[src/inc/lbc_defines.svh]
// register offsets, reset values, field positions and timing counts for the indicator/converter bank
`ifndef LBC_DEFINES_SVH
`define LBC_DEFINES_SVH

// ---------------------------------------------------------------
// register offsets
// ---------------------------------------------------------------
`define LBC_ADDR_IND1_ON_TIME   8'h08
`define LBC_ADDR_IND1_PERIOD    8'h09
`define LBC_ADDR_IND2_ON_TIME   8'h0A
`define LBC_ADDR_IND2_PERIOD    8'h0B
`define LBC_ADDR_MAIN_CTRL      8'h0C
`define LBC_ADDR_CORE_CTRL      8'h0D
`define LBC_ADDR_LINREG_CTRL    8'h0E

// ---------------------------------------------------------------
// reset values (strap bits are merged in at reset)
// ---------------------------------------------------------------
`define LBC_RST_IND             8'h00
`define LBC_RST_MAIN_CTRL       8'h32
`define LBC_RST_CORE_CTRL       8'h68
`define LBC_RST_LINREG_CTRL     8'h88
`define LBC_RD_UNMAPPED         8'h00

// ---------------------------------------------------------------
// field positions
// ---------------------------------------------------------------
`define LBC_MODE_BIT            7
`define LBC_MAIN_FORCED_FIXED_FREQ           7
`define LBC_MAIN_UVLO_HI        6
`define LBC_MAIN_UVLO_LO        5
`define LBC_MAIN_SUPPLY_SEL     4
`define LBC_MAIN_LP_EN          3
`define LBC_MAIN_DISCHARGE      2
`define LBC_MAIN_VOLT_HI        1
`define LBC_MAIN_VOLT_LO        0
`define LBC_CORE_OFF_LP         7
`define LBC_CORE_VOLT_HI        6
`define LBC_CORE_VOLT_LO        4
`define LBC_CORE_LP_HI          3
`define LBC_CORE_LP_LO          2
`define LBC_CORE_VIB            1
`define LBC_CORE_DISCHARGE      0

// ---------------------------------------------------------------
// timing
// ---------------------------------------------------------------
`define LBC_CLK_MHZ             125
`define LBC_TICK_US             10000
`define LBC_ON_STEP_TICKS       1
`define LBC_PER_STEP_TICKS      10

`endif

[src/inc/lbc_pkg.sv]
// types shared by the indicator/converter control bank
package lbc_pkg;
   typedef enum logic [1:0] {
      LBC_IND_OFF,
      LBC_IND_BLINK,
      LBC_IND_ON,
      LBC_IND_CHARGER
   } lbc_ind_sel_t;

   // wide enough for the longest period: 128 steps of 10 ticks
   typedef logic [10:0] lbc_ticks_t;
endpackage

[src/inc/lbc_blink_if.sv]
// carrier between the control bank and one blink timer
`timescale 1ns/1ps
interface lbc_blink_if;
   logic       tick;
   logic       blink_en;
   logic [6:0] on_time;
   logic [6:0] period;
   logic       lit;

   modport ctrl  (output tick, output blink_en, output on_time, output period, input lit);
   modport timer (input tick, input blink_en, input on_time, input period, output lit);
endinterface

[src/lbc_blink.sv]
// blink timer for one open-drain indicator, counted in 10 ms ticks
`timescale 1ns/1ps
`include "lbc_defines.svh"
module lbc_blink
   import lbc_pkg::*;
(
   input  wire logic   i_sys_clk,
   input  wire logic   i_sys_rst,
   lbc_blink_if.timer  bl
);
   // code 0 means one step, so every code adds one
   function automatic lbc_ticks_t steps_to_ticks(input logic [6:0] code,
                                                  input logic [3:0] step);
      steps_to_ticks = lbc_ticks_t'(({4'h0, code} + 11'h001) * {7'h00, step});
   endfunction

   lbc_ticks_t cnt;
   lbc_ticks_t next_cnt;
   wire lbc_ticks_t on_len  = steps_to_ticks(bl.on_time, 4'(`LBC_ON_STEP_TICKS));
   wire lbc_ticks_t per_len = steps_to_ticks(bl.period, 4'(`LBC_PER_STEP_TICKS));
   wire             wrap    = (cnt >= per_len - 11'h001);
   wire             next_lit = bl.blink_en && (cnt < on_len);

   // ---------------------------------------------------------------
   // period counter
   // ---------------------------------------------------------------
   always_comb begin
      next_cnt = cnt;
      if (!bl.blink_en)
         next_cnt = '0;
      else if (bl.tick)
         next_cnt = wrap ? '0 : cnt + 11'h001;
   end

   always_ff @(posedge i_sys_clk) begin
      if (i_sys_rst) begin
         cnt    <= '0;
         bl.lit <= 1'b0;
      end else begin
         cnt    <= next_cnt;
         bl.lit <= next_lit;
      end
   end
endmodule

[src/lbc_ctrl.sv]
// indicator blink and step-down converter control bank
// ---------------------------------------------------------------
// ---------------------------------------------------------------
`timescale 1ns/1ps
`include "lbc_defines.svh"
module lbc_ctrl
   import lbc_pkg::*;
#(
   parameter int unsigned TICK_CYCLES = `LBC_TICK_US * `LBC_CLK_MHZ
)
(
   input  wire logic       i_sys_clk,
   input  wire logic       i_sys_rst,
   // register port from the serial interface
   input  wire logic [7:0] i_reg_addr,
   input  wire logic [7:0] i_reg_wdata,
   input  wire logic       i_reg_wr,
   output logic      [7:0] o_reg_rdata,
   // charger side
   input  wire logic       i_ac_valid,
   input  wire logic       i_usb_valid,
   input  wire logic       i_charge_enable,
   input  wire logic       i_usb_charge_allowed,
   input  wire logic       i_charger_status_on,
   output logic            o_charge_from_ac,
   output logic            o_charge_from_usb,
   // open-drain indicators
   output logic            o_charge_status_out,
   output logic            o_charge_status_oe,
   output logic            o_indicator2_out,
   output logic            o_indicator2_oe,
   // pins and straps
   input  wire logic       i_low_power_request_pin,
   input  wire logic       i_main_default_strap,
   input  wire logic       i_core_default_strap,
   // converter control
   output logic            o_forced_fixed_freq,
   output logic      [1:0] o_undervoltage_thresh_code,
   output logic            o_low_power_mode,
   output logic            o_wait_mode,
   output logic            o_main_rail_en,
   output logic            o_main_rail_discharge,
   output logic      [1:0] o_main_rail_code,
   output logic            o_core_rail_en,
   output logic            o_core_rail_discharge,
   output logic      [2:0] o_core_rail_code,
   output logic            o_vibrator_drive
);

   // ---------------------------------------------------------------
   // pin synchronisers
   // ---------------------------------------------------------------
   // no reset on these: straps must be settled while reset is held
   logic [4:0] pin_meta;
   logic [4:0] pin_sync;

   always_ff @(posedge i_sys_clk) begin
      pin_meta <= {i_ac_valid, i_usb_valid, i_low_power_request_pin,
                   i_main_default_strap, i_core_default_strap};
      pin_sync <= pin_meta;
   end

   wire ac_s        = pin_sync[4];
   wire usb_s       = pin_sync[3];
   wire lp_pin_s    = pin_sync[2];
   wire main_strap  = pin_sync[1];
   wire core_strap  = pin_sync[0];

   // charger status comes from on-chip logic on this clock
   wire chg_stat    = i_charger_status_on;

   // ---------------------------------------------------------------
   // register file
   // ---------------------------------------------------------------
   logic [7:0] ind1_on_time;
   logic [7:0] ind1_period;
   logic [7:0] ind2_on_time;
   logic [7:0] ind2_period;
   logic [7:0] main_converter_ctrl;
   logic [7:0] core_converter_ctrl;
   logic [7:0] linear_regulator_ctrl;

   function automatic logic hit(input logic [7:0] addr, input logic [7:0] target);
      hit = (addr == target);
   endfunction

   wire wr_i1on  = i_reg_wr && hit(i_reg_addr, `LBC_ADDR_IND1_ON_TIME);
   wire wr_i1per = i_reg_wr && hit(i_reg_addr, `LBC_ADDR_IND1_PERIOD);
   wire wr_i2on  = i_reg_wr && hit(i_reg_addr, `LBC_ADDR_IND2_ON_TIME);
   wire wr_i2per = i_reg_wr && hit(i_reg_addr, `LBC_ADDR_IND2_PERIOD);
   wire wr_main  = i_reg_wr && hit(i_reg_addr, `LBC_ADDR_MAIN_CTRL);
   wire wr_core  = i_reg_wr && hit(i_reg_addr, `LBC_ADDR_CORE_CTRL);
   wire wr_lin   = i_reg_wr && hit(i_reg_addr, `LBC_ADDR_LINREG_CTRL);

   // strap levels land in the low code bits on every clock edge while reset is held
   wire [7:0] main_rst = `LBC_RST_MAIN_CTRL | {7'h00, main_strap};
   wire [7:0] core_rst = `LBC_RST_CORE_CTRL | {3'h0, core_strap, 4'h0};

   always_ff @(posedge i_sys_clk) begin
      if (i_sys_rst) begin
         ind1_on_time          <= `LBC_RST_IND;
         ind1_period           <= `LBC_RST_IND;
         ind2_on_time          <= `LBC_RST_IND;
         ind2_period           <= `LBC_RST_IND;
         main_converter_ctrl   <= main_rst;
         core_converter_ctrl   <= core_rst;
         linear_regulator_ctrl <= `LBC_RST_LINREG_CTRL;
      end else begin
         if (wr_i1on)  ind1_on_time          <= i_reg_wdata;
         if (wr_i1per) ind1_period           <= i_reg_wdata;
         if (wr_i2on)  ind2_on_time          <= i_reg_wdata;
         if (wr_i2per) ind2_period           <= i_reg_wdata;
         if (wr_main)  main_converter_ctrl   <= i_reg_wdata;
         if (wr_core)  core_converter_ctrl   <= i_reg_wdata;
         if (wr_lin)   linear_regulator_ctrl <= i_reg_wdata;
      end
   end

   logic [7:0] next_rdata;
   always_comb begin
      unique case (i_reg_addr)
         `LBC_ADDR_IND1_ON_TIME: next_rdata = ind1_on_time;
         `LBC_ADDR_IND1_PERIOD:  next_rdata = ind1_period;
         `LBC_ADDR_IND2_ON_TIME: next_rdata = ind2_on_time;
         `LBC_ADDR_IND2_PERIOD:  next_rdata = ind2_period;
         `LBC_ADDR_MAIN_CTRL:    next_rdata = main_converter_ctrl;
         `LBC_ADDR_CORE_CTRL:    next_rdata = core_converter_ctrl;
         `LBC_ADDR_LINREG_CTRL:  next_rdata = linear_regulator_ctrl;
         default:                next_rdata = `LBC_RD_UNMAPPED;
      endcase
   end

   // ---------------------------------------------------------------
   // field decode
   // ---------------------------------------------------------------
   wire       ind1_mode_hi          = ind1_on_time[`LBC_MODE_BIT];
   wire       ind1_mode_lo          = ind1_period[`LBC_MODE_BIT];
   wire       ind2_mode_hi          = ind2_on_time[`LBC_MODE_BIT];
   wire       ind2_mode_lo          = ind2_period[`LBC_MODE_BIT];
   wire       forced_fixed_freq     = main_converter_ctrl[`LBC_MAIN_FORCED_FIXED_FREQ];
   wire [1:0] undervoltage_code     =
      main_converter_ctrl[`LBC_MAIN_UVLO_HI:`LBC_MAIN_UVLO_LO];
   wire       supply_sel            = main_converter_ctrl[`LBC_MAIN_SUPPLY_SEL];
   wire       low_power_pin_enable  = main_converter_ctrl[`LBC_MAIN_LP_EN];
   wire       main_discharge_bit    = main_converter_ctrl[`LBC_MAIN_DISCHARGE];
   wire [1:0] main_code             =
      main_converter_ctrl[`LBC_MAIN_VOLT_HI:`LBC_MAIN_VOLT_LO];
   wire       core_off_in_low_power = core_converter_ctrl[`LBC_CORE_OFF_LP];
   wire [2:0] core_code             =
      core_converter_ctrl[`LBC_CORE_VOLT_HI:`LBC_CORE_VOLT_LO];
   wire [1:0] core_low_power_code   =
      core_converter_ctrl[`LBC_CORE_LP_HI:`LBC_CORE_LP_LO];
   wire       vibrator_bit          = core_converter_ctrl[`LBC_CORE_VIB];
   wire       core_discharge_bit    = core_converter_ctrl[`LBC_CORE_DISCHARGE];

   // indicator 1 may hand the pin back to the charger; indicator 2 never does
   function automatic lbc_ind_sel_t ind_sel(input logic hi, input logic lo,
                                             input logic charger_allowed);
      unique case ({hi, lo})
         2'b00:   ind_sel = charger_allowed ? LBC_IND_CHARGER : LBC_IND_OFF;
         2'b01:   ind_sel = LBC_IND_BLINK;
         2'b10:   ind_sel = LBC_IND_OFF;
         2'b11:   ind_sel = LBC_IND_ON;
      endcase
   endfunction

   wire lbc_ind_sel_t ind1_sel = ind_sel(ind1_mode_hi, ind1_mode_lo, 1'b1);
   wire lbc_ind_sel_t ind2_sel = ind_sel(ind2_mode_hi, ind2_mode_lo, 1'b0);

   // ---------------------------------------------------------------
   // 10 ms tick and blink timers
   // ---------------------------------------------------------------
   logic [20:0] tick_cnt;
   logic        tick;
   wire         tick_wrap = (tick_cnt == 21'(TICK_CYCLES - 1));

   always_ff @(posedge i_sys_clk) begin
      if (i_sys_rst) begin
         tick_cnt <= '0;
         tick     <= 1'b0;
      end else begin
         tick_cnt <= tick_wrap ? '0 : tick_cnt + 21'h000001;
         tick     <= tick_wrap;
      end
   end

   lbc_blink_if bl1 ();
   lbc_blink_if bl2 ();

   assign bl1.tick     = tick;
   assign bl1.blink_en = (ind1_sel == LBC_IND_BLINK);
   assign bl1.on_time  = ind1_on_time[6:0];
   assign bl1.period   = ind1_period[6:0];
   assign bl2.tick     = tick;
   assign bl2.blink_en = (ind2_sel == LBC_IND_BLINK);
   assign bl2.on_time  = ind2_on_time[6:0];
   assign bl2.period   = ind2_period[6:0];

   lbc_blink u_blink1 (
      .i_sys_clk (i_sys_clk),
      .i_sys_rst (i_sys_rst),
      .bl        (bl1.timer)
   );

   lbc_blink u_blink2 (
      .i_sys_clk (i_sys_clk),
      .i_sys_rst (i_sys_rst),
      .bl        (bl2.timer)
   );

   // ---------------------------------------------------------------
   // output decode
   // ---------------------------------------------------------------
   function automatic logic ind_drive(input lbc_ind_sel_t sel, input logic lit,
                                      input logic chg);
      unique case (sel)
         LBC_IND_OFF:     ind_drive = 1'b0;
         LBC_IND_BLINK:   ind_drive = lit;
         LBC_IND_ON:      ind_drive = 1'b1;
         LBC_IND_CHARGER: ind_drive = chg;
      endcase
   endfunction

   wire next_ind1_oe = ind_drive(ind1_sel, bl1.lit, chg_stat);
   wire next_ind2_oe = ind_drive(ind2_sel, bl2.lit, 1'b0);

   wire next_from_ac  = i_charge_enable && ac_s;
   wire next_from_usb = i_charge_enable && i_usb_charge_allowed && usb_s && !ac_s;

   wire lp_active      = lp_pin_s && low_power_pin_enable;
   wire next_lp_mode   = lp_active && supply_sel;
   wire next_wait_mode = lp_active && !supply_sel;
   wire next_main_en   = !next_wait_mode;
   wire core_lp_off    = next_lp_mode && core_off_in_low_power;
   wire next_core_en   = !next_wait_mode && !core_lp_off;
   wire next_main_dis  = main_discharge_bit && !next_main_en;
   wire next_core_dis  = core_discharge_bit && (next_wait_mode || core_lp_off);
   // low-power code only while in low-power; leaving restores the normal code
   wire [2:0] next_core_code = next_lp_mode ? {1'b0, core_low_power_code} : core_code;

   always_ff @(posedge i_sys_clk) begin
      if (i_sys_rst) begin
         o_reg_rdata                <= `LBC_RD_UNMAPPED;
         o_charge_from_ac           <= 1'b0;
         o_charge_from_usb          <= 1'b0;
         o_charge_status_out        <= 1'b0;
         o_charge_status_oe         <= 1'b0;
         o_indicator2_out           <= 1'b0;
         o_indicator2_oe            <= 1'b0;
         o_forced_fixed_freq        <= 1'b0;
         o_undervoltage_thresh_code <= 2'h0;
         o_low_power_mode           <= 1'b0;
         o_wait_mode                <= 1'b0;
         o_main_rail_en             <= 1'b1;
         o_main_rail_discharge      <= 1'b0;
         o_main_rail_code           <= 2'h0;
         o_core_rail_en             <= 1'b1;
         o_core_rail_discharge      <= 1'b0;
         o_core_rail_code           <= 3'h0;
         o_vibrator_drive           <= 1'b0;
      end else begin
         o_reg_rdata                <= next_rdata;
         o_charge_from_ac           <= next_from_ac;
         o_charge_from_usb          <= next_from_usb;
         o_charge_status_out        <= 1'b0;
         o_charge_status_oe         <= next_ind1_oe;
         o_indicator2_out           <= 1'b0;
         o_indicator2_oe            <= next_ind2_oe;
         o_forced_fixed_freq        <= forced_fixed_freq;
         o_undervoltage_thresh_code <= undervoltage_code;
         o_low_power_mode           <= next_lp_mode;
         o_wait_mode                <= next_wait_mode;
         o_main_rail_en             <= next_main_en;
         o_main_rail_discharge      <= next_main_dis;
         o_main_rail_code           <= main_code;
         o_core_rail_en             <= next_core_en;
         o_core_rail_discharge      <= next_core_dis;
         o_core_rail_code           <= next_core_code;
         o_vibrator_drive           <= vibrator_bit;
      end
   end
endmodule

[config.mk]
export PLATFORM = sky130hd
export DESIGN_NAME = lbc_ctrl
export DESIGN_NICKNAME = d
export VERILOG_FILES = /design/src/inc/lbc_pkg.sv /design/src/inc/lbc_blink_if.sv /design/src/lbc_blink.sv /design/src/lbc_ctrl.sv
export VERILOG_INCLUDE_DIRS = /design/src /design/src/inc
export SDC_FILE = /design/constraint.sdc
export NUM_CORES = 1
export LEC_CHECK = 0
export BUFFER_PORTS_ARGS = -buffer_cell sky130_fd_sc_hd__buf_2
export CAP_MARGIN = 20
export CORE_MARGIN = 2
export CORE_UTILIZATION = 55
export CTS_CLUSTER_DIAMETER = 120
export DETAILED_ROUTE_END_ITERATION = 10
export HOLD_SLACK_MARGIN = 0.1
export PLACE_DENSITY = 0.79
export SLEW_MARGIN = 20
export SYNTH_ARGS = -nofsm -noshare
export SYNTH_HDL_FRONTEND = slang
export SYNTH_SLANG_ARGS = --single-unit
[constraint.sdc]
create_clock -name i_sys_clk -period 5.5 [get_ports i_sys_clk]
set_clock_uncertainty 0.2 [all_clocks]
set_input_delay 1.1 -clock i_sys_clk [delete_from_list [all_inputs] [get_ports i_sys_clk]]
set_output_delay 1.1 -clock i_sys_clk [all_outputs]
set_load 0.02 [all_outputs]
Word-level counts from Yosys, hierarchy flattened --
Cells that the tools add are included.
Cells by class: $add $sub $neg 9, multiply operators 2, $lt $le $gt $ge 4, equality and inequality tests 20, multiplexer cells 12, bitwise operators 2, reduce and logical (&&, ||, !) cells 37
Operator list (number):
- $eq 8x4->1 const B | 7
- $pmux 8 s7 | 1
- $add 7x1->8 const B | 4
- $add 11x1->11 const B | 2
- $ge 11x11->1 | 2
- $lt 11x11->1 | 2
- $mul 11x3->10 const B | 2
- $mux 11 | 2
- $sub 11x1->11 const B | 2
- $add 21x1->21 const B | 1
- $eq 21x21->1 const B | 1
- $logic_and 1x1->1 | 20
- $eq 2x2->1 const B | 8
- $reduce_or 2->1 | 6
- $mux 5 | 2
- $eq 2x1->1 const B | 4
- $logic_not 2->1 | 4
- $pmux 2 s4 | 1
- $pmux 2 s3 | 1
- $logic_not 1->1 | 4
- $pmux 1 s4 | 1
- $reduce_bool 2->1 | 2
- $pmux 1 s3 | 1
- $mux 1 | 2
- other kinds (3) | 4
Storage, ports and cells: register bits 139, output and inout bits 29, word-level logic and storage cells 120

Depth between registers and ports, before layout --
Gate-level depths: netlist of the first run.
depth in word-level cells 6, depth in mapped cells 17

Hierarchy --
A second synthesis of the first run with hierarchy kept.
Unflattened totals: cells, all modules 801, area total of the unflattened synthesis 7547.2 µm²
Modules (own cells, without submodules):
- lbc_ctrl | instances 1, cells an instance 446, area an instance 4491.8 µm², seq. area each 2322.2 µm²
- lbc_blink at u_blink2 | instances 1, cells an instance 179, area an instance 1540.2 µm², seq. area each 240.2 µm²
- lbc_blink at u_blink1 | instances 1, cells an instance 176, area an instance 1515.2 µm², seq. area each 240.2 µm²

Worst setup path before layout of the first run --
Ideal clock, no wire load.
path type register to register, from register ind1_period[1], to register u_blink1.cnt[10], setup time 78 ps, data arrival time 3837 ps, data required time 5222 ps, slack 1385 ps, stages on the path, launching flop included 15, buffers on the path 0, period minus slack after synthesis 4115 ps, cells stage by stage dfxtp_1 -> ha_1 -> nand3_1 -> xnor2_1 -> ha_1 -> fa_1 -> nor4_1 -> o211ai_1 -> and4bb_2 -> xnor2_1 -> ha_1 -> and4_1 -> a22oi_1 -> a21boi_1 -> nor3_1
Between the ends: word-level cells in the longest chain between the ends 5
RTL lines:
- from (decl) | line lbc_ctrl.sv:76 | logic [7:0] ind1_period;
- from (signal assigned) | line lbc_ctrl.sv:102 | ind1_period <= `LBC_RST_IND;
- from (signal assigned) | line lbc_ctrl.sv:110 | if (wr_i1per) ind1_period <= i_reg_wdata;
- $add 7x1->8 | line lbc_blink.sv:14 | steps_to_ticks = lbc_ticks_t'(({4'h0, code} + 11'h001) * {7'h00, step});
- $mul 11x3->10 | line lbc_blink.sv:14
- $sub 11x1->11 | line lbc_blink.sv:21 | wire wrap = (cnt >= per_len - 11'h001);
- $ge 11x11->1 | line lbc_blink.sv:21
- $mux 11 | line lbc_blink.sv:32 | next_cnt = wrap ? '0 : cnt + 11'h001;
- to (signal assigned) | line lbc_blink.sv:40 | cnt <= next_cnt;
- to (decl) | line lbc_blink.sv:17 | lbc_ticks_t cnt;
No other way between the ends. A chain may end at the register's enable or synchronous reset.

Worst setup path after layout of the first run --
from register ind1_period[0], to register u_blink1.cnt[9]
Same word-level chain as after synthesis.

==> impl_results.md, run 1 <==
- Critical path required time: roughly 5.6 ns
- Layout area overhead: 12.3%
- Final worst-path cycle share: about 86%
- Drt total wl: between 15 and 20 mm
- CTS resizes: 0
- Via count: ~6,400
- Syn. warnings: 0
- Most common cell after layout, fill and taps aside: dfxtp_1
- Worst EP arrival: about 4.8 ns
- Largest net degree at the start of global routing: 38
- First-pass GRT wire length: about 29 mm
- DRT iter0 DRCs: around 510
- Post-CTS setup buffers: 0
- Reg-to-reg startpoint: ind1_period[0]
- Worst Tran Pin Value: 0.862 ns
- Max H-tree Level: 4
- DR pass1 iterations: 5
- Remaining antenna violation count: 0
- Initial antenna violation count: 0
- Wire per inst: approximately 16 um
- GRT Total Usage: roughly a quarter
- Port bufs: 53
- Max cap viols: 0
- Clk root buf: clkbuf_16
- Fill cells: 1,205
- Rows: 43
- Seq/Total Area, Yosys: approximately 36%
- Die H: 122 um
- Metal3 WL: about 990 um
- Clk pin slew, worst setup/hold paths: about 0.070 ns
- GRT overflow: 0
- TritonCTS clock tree: built
- Average size of a mapped cell: roughly 9 um2
- Worst-path maximum fanout: 10
- Gpl congestion: between 0.8 and 0.9
- Post-Syn Instances: 862
- Clk_lat worst skew: approximately 0.42 ns
- Worst slew margin relative to its limit: between 40 and 50%
- Worst setup path startpoint: ind1_period[0]
- DRT met1 WL: 7.91 mm
- Terminus of the critical flop-to-flop path: u_blink1.cnt[9]
- Yosys cell types: 63
- Pwr Total: around 2.2 mW
- Vias in the first global route: 5,882
- Vias per inst: 5.82
- Clock Sinks: 139
- Place WS: 0.782 ns
- Ys async rst share: 0%
- Top Layer Used: met4
- Worst Hold Slack: roughly 0.13 ns
- Hold buffer count at cts: 0
- Final worst slack: about 0.77 ns
- Nets: ~1,000
- #FFs+latches synth: around 140
- Static leakage: around 3.6 nW
- Most used DFF post-synth: dfxtp_1
- Die X-Extent: roughly 120 um
- Number of DRC violations after detailed routing: 0
- RSZ-0062 raised after global routing: false
- Clock Tree Buf Depth: 2
- ANT cells: 0
- R2R cell count: 14
- Critical path capture point type: flip-flop
- Final Hold Vio Count: 0
- Final Critical Period: 4.73 ns
- Fmax achieved: between 200 and 250 MHz
- Die Area: 14,900 um2
- Worst setup path class: flip-flop to flip-flop
- Core ar.: between 10,000 and 15,000 um2
- Initial Util: between 50% and 60%
- Post-synth EDFFs: 2
- HP Class: flip-flop to flip-flop
- Maximum vdd drop: approximately 0.00023 V
- Register-to-Register Setup Slack: between 0.7 and 0.8 ns
- Commonest cells after routing, fill and taps aside: dfxtp_1 (137), nor2_1 (87), nand2_1 (70), ha_1 (67), buf_2 (53)
- Setup violations, final: 0
- Clock buffer count from CTS: 17
- Startpoint types: flip-flop
- Layout cell share with drive strength beyond 1: between 10 and 15%
- Num ports: 56
- Dpl hpwl: around 12 mm
- Cell Pwr Density: 259 nW/um2
- Slew Limit Fails: 0
- Setup crit end: u_blink1.cnt[9]
- WL met2: 8.12 mm
- Mapped cell area: between 7000 and 8000 um2
- Status: finished clean
- Setup TNS: 0 ns
==> through the flow <==
| stage | instances | util (%) | area [um2] |
|---|---|---|---|
| after detailed placement | 1063 | 58.5 | 8050 |
| after global placement | 1063 | 58.5 | 8050 |
| after floorplan | 863 | - | 7700 |
| final | 1095 | 62.7 | 8640 |
| after CTS | 1095 | 62.7 | 8640 |
| after global routing | 1095 | 62.7 | 8640 |
==> state kept, by name (all words and copies together), names as in the netlist, 8 cells and up <==
| register | cells |
|---|---|
| u_blink2.cnt | 11 |
| ind1_period | 8 |
| ind1_on_time | 8 |
| core_converter_ctrl | 8 |
| ind2_period | 8 |
| tick_cnt | 21 |
| u_blink1.cnt | 11 |
| ind2_on_time | 8 |
| main_converter_ctrl | 8 |
| o_reg_rdata | 8 |
| linear_regulator_ctrl | 8 |
==> cell usage after synthesis (4+ instances only) <==
cell,number,area [um2]
a211oi_1,11,82.6
a21o_1,11,82.6
a21oi_1,49,245
a22oi_1,10,75.1
and3_1,10,62.6
and3b_1,4,35.0
and4_1,6,52.6
buf_2,6,30.0
buf_4,4,30.0
clkbuf_1,23,86.3
dfxtp_1,137,2740
ha_1,67,838
inv_1,21,78.8
mux2_2,8,90.1
mux2i_1,25,250
mux4_2,4,90.1
nand2_1,70,263
nand2b_1,12,75.1
nand3_1,33,165
nand3b_1,8,60.1
nand4_1,13,81.3
nor2_1,87,327
nor2b_1,16,100
nor3_1,14,70.1
nor4_1,10,62.6
o21a_1,10,75.1
o21ai_0,52,260
o22ai_1,4,25.0
or2_2,6,37.5
xnor2_1,41,359
xor2_1,37,324
==> critical path: stages, from the launching register on <==
cell and delay, ns:
dfxtp_1 0.51, ha_1 0.28, nand3_1 0.13, xnor2_1 0.23
ha_1 0.30, fa_1 0.53, nor4_1 0.47, o211ai_1 0.20
and4bb_2 0.34, xnor2_1 0.07, ha_1 0.29, and4_1 0.22
a22oi_1 0.14, a21boi_1 0.54, nor3_1 0.14
==> layer usage <==
layer | vias to the layer above | global-route usage [%]
li1 | 3153 | -
met1 | 2964 | 32.6
met2 | 218 | 38.4
met3 | 33 | 5.11
met4 | 0 | 9.20
met5 | - | 0
==> kinds of logic (layout without fill, tap and decap cells) <==
logic type / Yosys count / count (layout) / share of synthesized area (%)
AND/OR/NAND/NOR: 313 / 313 / 21.2
AO/OA/AOI/OAI: 167 / 167 / 13.0
flip-flops: 139 / 139 / 36.4
XOR/XNOR: 79 / 79 / 9.19
adder cells (fa/ha/maj): 69 / 69 / 11.4
buffers and inverters: 57 / 109 / 3.07
multiplexers: 37 / 37 / 5.60
other: 1 / 2 / 0.0487
==> how the worst min path moves through the flow <==
stage	slack [ns]	cells past startpoint	start	to
after floorplan	0.11	0	pin_meta[0]	pin_sync[0]
after CTS	0.13	0	pin_meta[0]	pin_sync[0]
final	0.13	0	pin_meta[0]	pin_sync[0]
after global placement	0.11	0	pin_meta[4]	pin_sync[4]
after detailed placement	0.11	0	pin_meta[0]	pin_sync[0]
after global routing	0.14	0	pin_meta[3]	pin_sync[3]
==> final cells by class <==
cell class / instances / area (um2) / share of cell area (%)
Clock inverter: 14 / 139 / 1.61
Timing Repair Buffer: 56 / 288 / 3.33
Multi-Input combinational cell: 667 / 4660 / 53.9
Tap cell: 180 / 225 / 2.61
Sequential cell: 139 / 2800 / 32.4
Clock buffer: 18 / 450 / 5.21
Inverter: 21 / 78.8 / 0.912
==> power by group <==
| part | total, mW | internal [mW] | switching (mW) |
|---|---|---|---|
| sequential | 1.02 | 1.02 | 0.00480 |
| combinational | 0.0851 | 0.0273 | 0.0578 |
| clock | 1.13 | 0.631 | 0.495 |
(Power assumes the default switching activity.)
==> run 2: changes to the inputs <==
--- a/config.mk
+++ b/config.mk
@@ -6,6 +6,7 @@
 export SDC_FILE = /design/constraint.sdc
 export NUM_CORES = 1
 export LEC_CHECK = 0
+export ABC_AREA = 1
 export BUFFER_PORTS_ARGS = -buffer_cell sky130_fd_sc_hd__buf_2
 export CAP_MARGIN = 20
 export CORE_MARGIN = 2
==> run 2 against run 1 <==
Against the previous run:
- register-to-register slack improved by 0.35 ns
- utilization rose by 0.51 points
- global-route usage rose by 1.0 points
- total power fell by 1.1%
- non-clock buffer count fell by 2
- critical path depth rose by 8
- count of clock-buffer cells in the layout rose by 1
- maximum frequency rose by 7.9%
- setup slack improved by 0.35 ns
- sequential power barely moved
- area after synthesis rose by 1.9%
- largest cell class unchanged
==> impl_results.md, run 2 <==
- Status: finished clean
- Cell mode on critical path: nand2_1
- Average size of a mapped cell: 7.21 um2
- TritonCTS clock tree: built
- GRT Total Usage: 25.3%
- ANT cells: 0
- Worst EP arrival: around 4.5 ns
- Worst Tran Pin Value: about 0.7 ns
- CP Buf/Inv Count: 1
- Max reg flops: 21
- Worst-path maximum fanout: 10
- Initial Util: 56.4%
- Critical path required time: around 5.6 ns
- Dpl hpwl: ~13 mm
- Most common cell after layout, fill and taps aside: nand2_1
- Final Critical Period: about 4.4 ns
- Die Area: 15,200 um2
- First-pass GRT wire length: between 30 and 40 mm
- Number of DRC violations after detailed routing: 0
- Port bufs: between 50 and 60
- #FFs+latches synth: approximately 140
- Max H-tree Level: 4
- Cell Pwr Density: approximately 250 nW/um2
- Fmax achieved: 228 MHz
- Setup TNS: 0 ns
- Clock buffer count from CTS: 17
- Initial antenna violation count: 0
- Synth cell count leaders: nand2_1 (190), dfxtp_1 (137), inv_1 (136)
- Most used DFF post-synth: dfxtp_1
- Wire per inst: 13.7 um
- Nets: 1,232
- DR pass1 iterations: 5
- Final worst-path cycle share: ~80%
- Finished Layout Cells: 1,329
- Static leakage: around 4.0 nW
- Post-Syn Instances: between 1,000 and 1,500
- Syn. warnings: 0
- Synth area leaders: dfxtp_1 (35%), ha_1 (11%), nand2_1 (9.1%)
- Clk root buf: clkbuf_16
- Clock Sinks: around 140
- Cell taking the most area after synthesis: dfxtp_1
- Worst slew margin relative to its limit: 53.1%
- Die X-Extent: roughly 120 um
- Hold Crit Endpoint: pin_sync[4]
- GRT overflow: 0
- Core ar.: ~14,000 um2
- CTS resizes: 0
- Vias in the first global route: between 6,000 and 7,000
- Startpoint types: flip-flop
- Worst setup path class: flip-flop to flip-flop
- Clock Tree Buf Depth: 2
- CP delay by family, top: simple AND/OR/NAND/NOR gates
- Mapped cell area: slightly below 8000 um2
- Remaining antenna violation count: 0
- Drt total wl: 18.2 mm
- Final instance area: slightly below 9000 um2
- Most frequent cell after synthesis: nand2_1
- Max cap viols: 0
- Vias per inst: 5.37
- Gpl congestion: between 0.9 and 1
- Clk pin slew, worst setup/hold paths: ~0.06 ns
- Post-synth EDFFs: 2
- Commonest cells after routing, fill and taps aside: nand2_1 (190), dfxtp_1 (137), inv_1 (136), nor2_1 (134), a21oi_1 (92)
- Critical path capture point type: flip-flop
- Clk_lat worst skew: 0.43 ns
- Die H: about 120 um
- Yosys cell types: 39
- Reg-to-reg startpoint: ind2_period[0]
- DRT iter0 DRCs: between 500 and 600
- Num ports: 56
- Largest registers: tick_cnt (21), u_blink1.cnt (11), u_blink2.cnt (11)
- R2R cell count: 22
- Layout area overhead: 12.1%
- Maximum vdd drop: slightly below 0.0003 V
- Via count: between 7,000 and 8,000
- Rows: 43
- Slew Limit Fails: 0
- Setup violations, final: 0
- Hold buffer count at cts: 0
- Terminus of the critical flop-to-flop path: u_blink2.cnt[10]
- Seq/Total Area, Yosys: between 30% and 40%
- HP Class: flip-flop to flip-flop
- Largest net degree at the start of global routing: 43
- Layout cell share with drive strength beyond 1: around 9%
- Top reg by flops: tick_cnt
- Hold Crit Depth: 0
- Worst-path cell chain: ha_1, nand2_1, inv_1, nand2_1, nor3_1, xor2_1, ha_1, ha_1, a21oi_1, nand3b_1, nand2_1, nand3_1, o21ai_0, nand2_1, ha_1, nand2_1, nor2_1, nand3_1, nand3_1, nand2_1, nand2_1, nor2_1
- Final Hold Vio Count: 0
- Slowest CP cell: dfxtp_1
- Post-CTS setup buffers: 0
- CP max stage delay: 0.49 ns
- Register-to-Register Setup Slack: 1.12 ns
- DP Area: about 8200 um2
- Hold_sp: pin_meta[4]
- RSZ-0062 raised after global routing: false
- Ys async rst share: 0%
- Placed Cells: 1,297
- Synth top area share: approximately a third
run 2: worst max path at each step:
stage | from | endpoint | slack [ns] | cells after the start
floorplan | ind1_period[0] | u_blink1.cnt[10] | 1.59 | 22
global placement | ind1_period[0] | u_blink1.cnt[9] | 1.34 | 22
detailed placement | ind1_period[0] | u_blink1.cnt[9] | 1.21 | 21
CTS | ind1_period[0] | u_blink1.cnt[10] | 1.15 | 21
global route | ind2_period[0] | u_blink2.cnt[6] | 0.72 | 22
finish | ind2_period[0] | u_blink2.cnt[10] | 1.12 | 22
run 2: layer usage:
metal | part of all wire [%] | GRT usage, % | vias up
met4 | 2.9 | 10.6 | 0
met2 | 46 | 40.6 | 211
met5 | 0 | 0 | -
li1 | - | - | 3665
met3 | 5.1 | 4.70 | 45
met1 | 46 | 33.4 | 3222
run 2: metrics by stage:
step	total power [mW]	setup slack [ns]	hold slack [ns]	util, %
floorplan	1.09	1.59	0.110	-
global placement	1.12	1.34	0.110	59.1
detailed placement	1.12	1.21	0.112	59.1
CTS	2.22	1.15	0.127	63.3
global route	2.27	0.719	0.132	63.3
finish	2.21	1.12	0.127	63.3
run 2: final cells by class:
cell class	count	area [um2]
Clock buffer	19	453
Clock inverter	13	120
Fill cell	1239	5100
Inverter	139	522
Multi-Input combinational cell	785	4380
Sequential cell	139	2800
Tap cell	180	225
Timing Repair Buffer	54	273
run 2: report_power, final:
group	switching [mW]	leakage (nW)	total, mW	internal, mW
combinational	0.0535	2.55	0.0739	0.0204
clock	0.490	0.287	1.11	0.621
sequential	0.00528	1.13	1.03	1.02
total	0.549	3.97	2.21	1.66
run 2: cell families after synthesis:
family	after synthesis	share of synthesized area, %
fa+ha+maj	69	11.2
compound gates	189	12.6
other cells	1	0.0479
buf+inv	163	8.32
flops	139	35.8
xor+xnor	49	5.48
simple gates	476	26.6
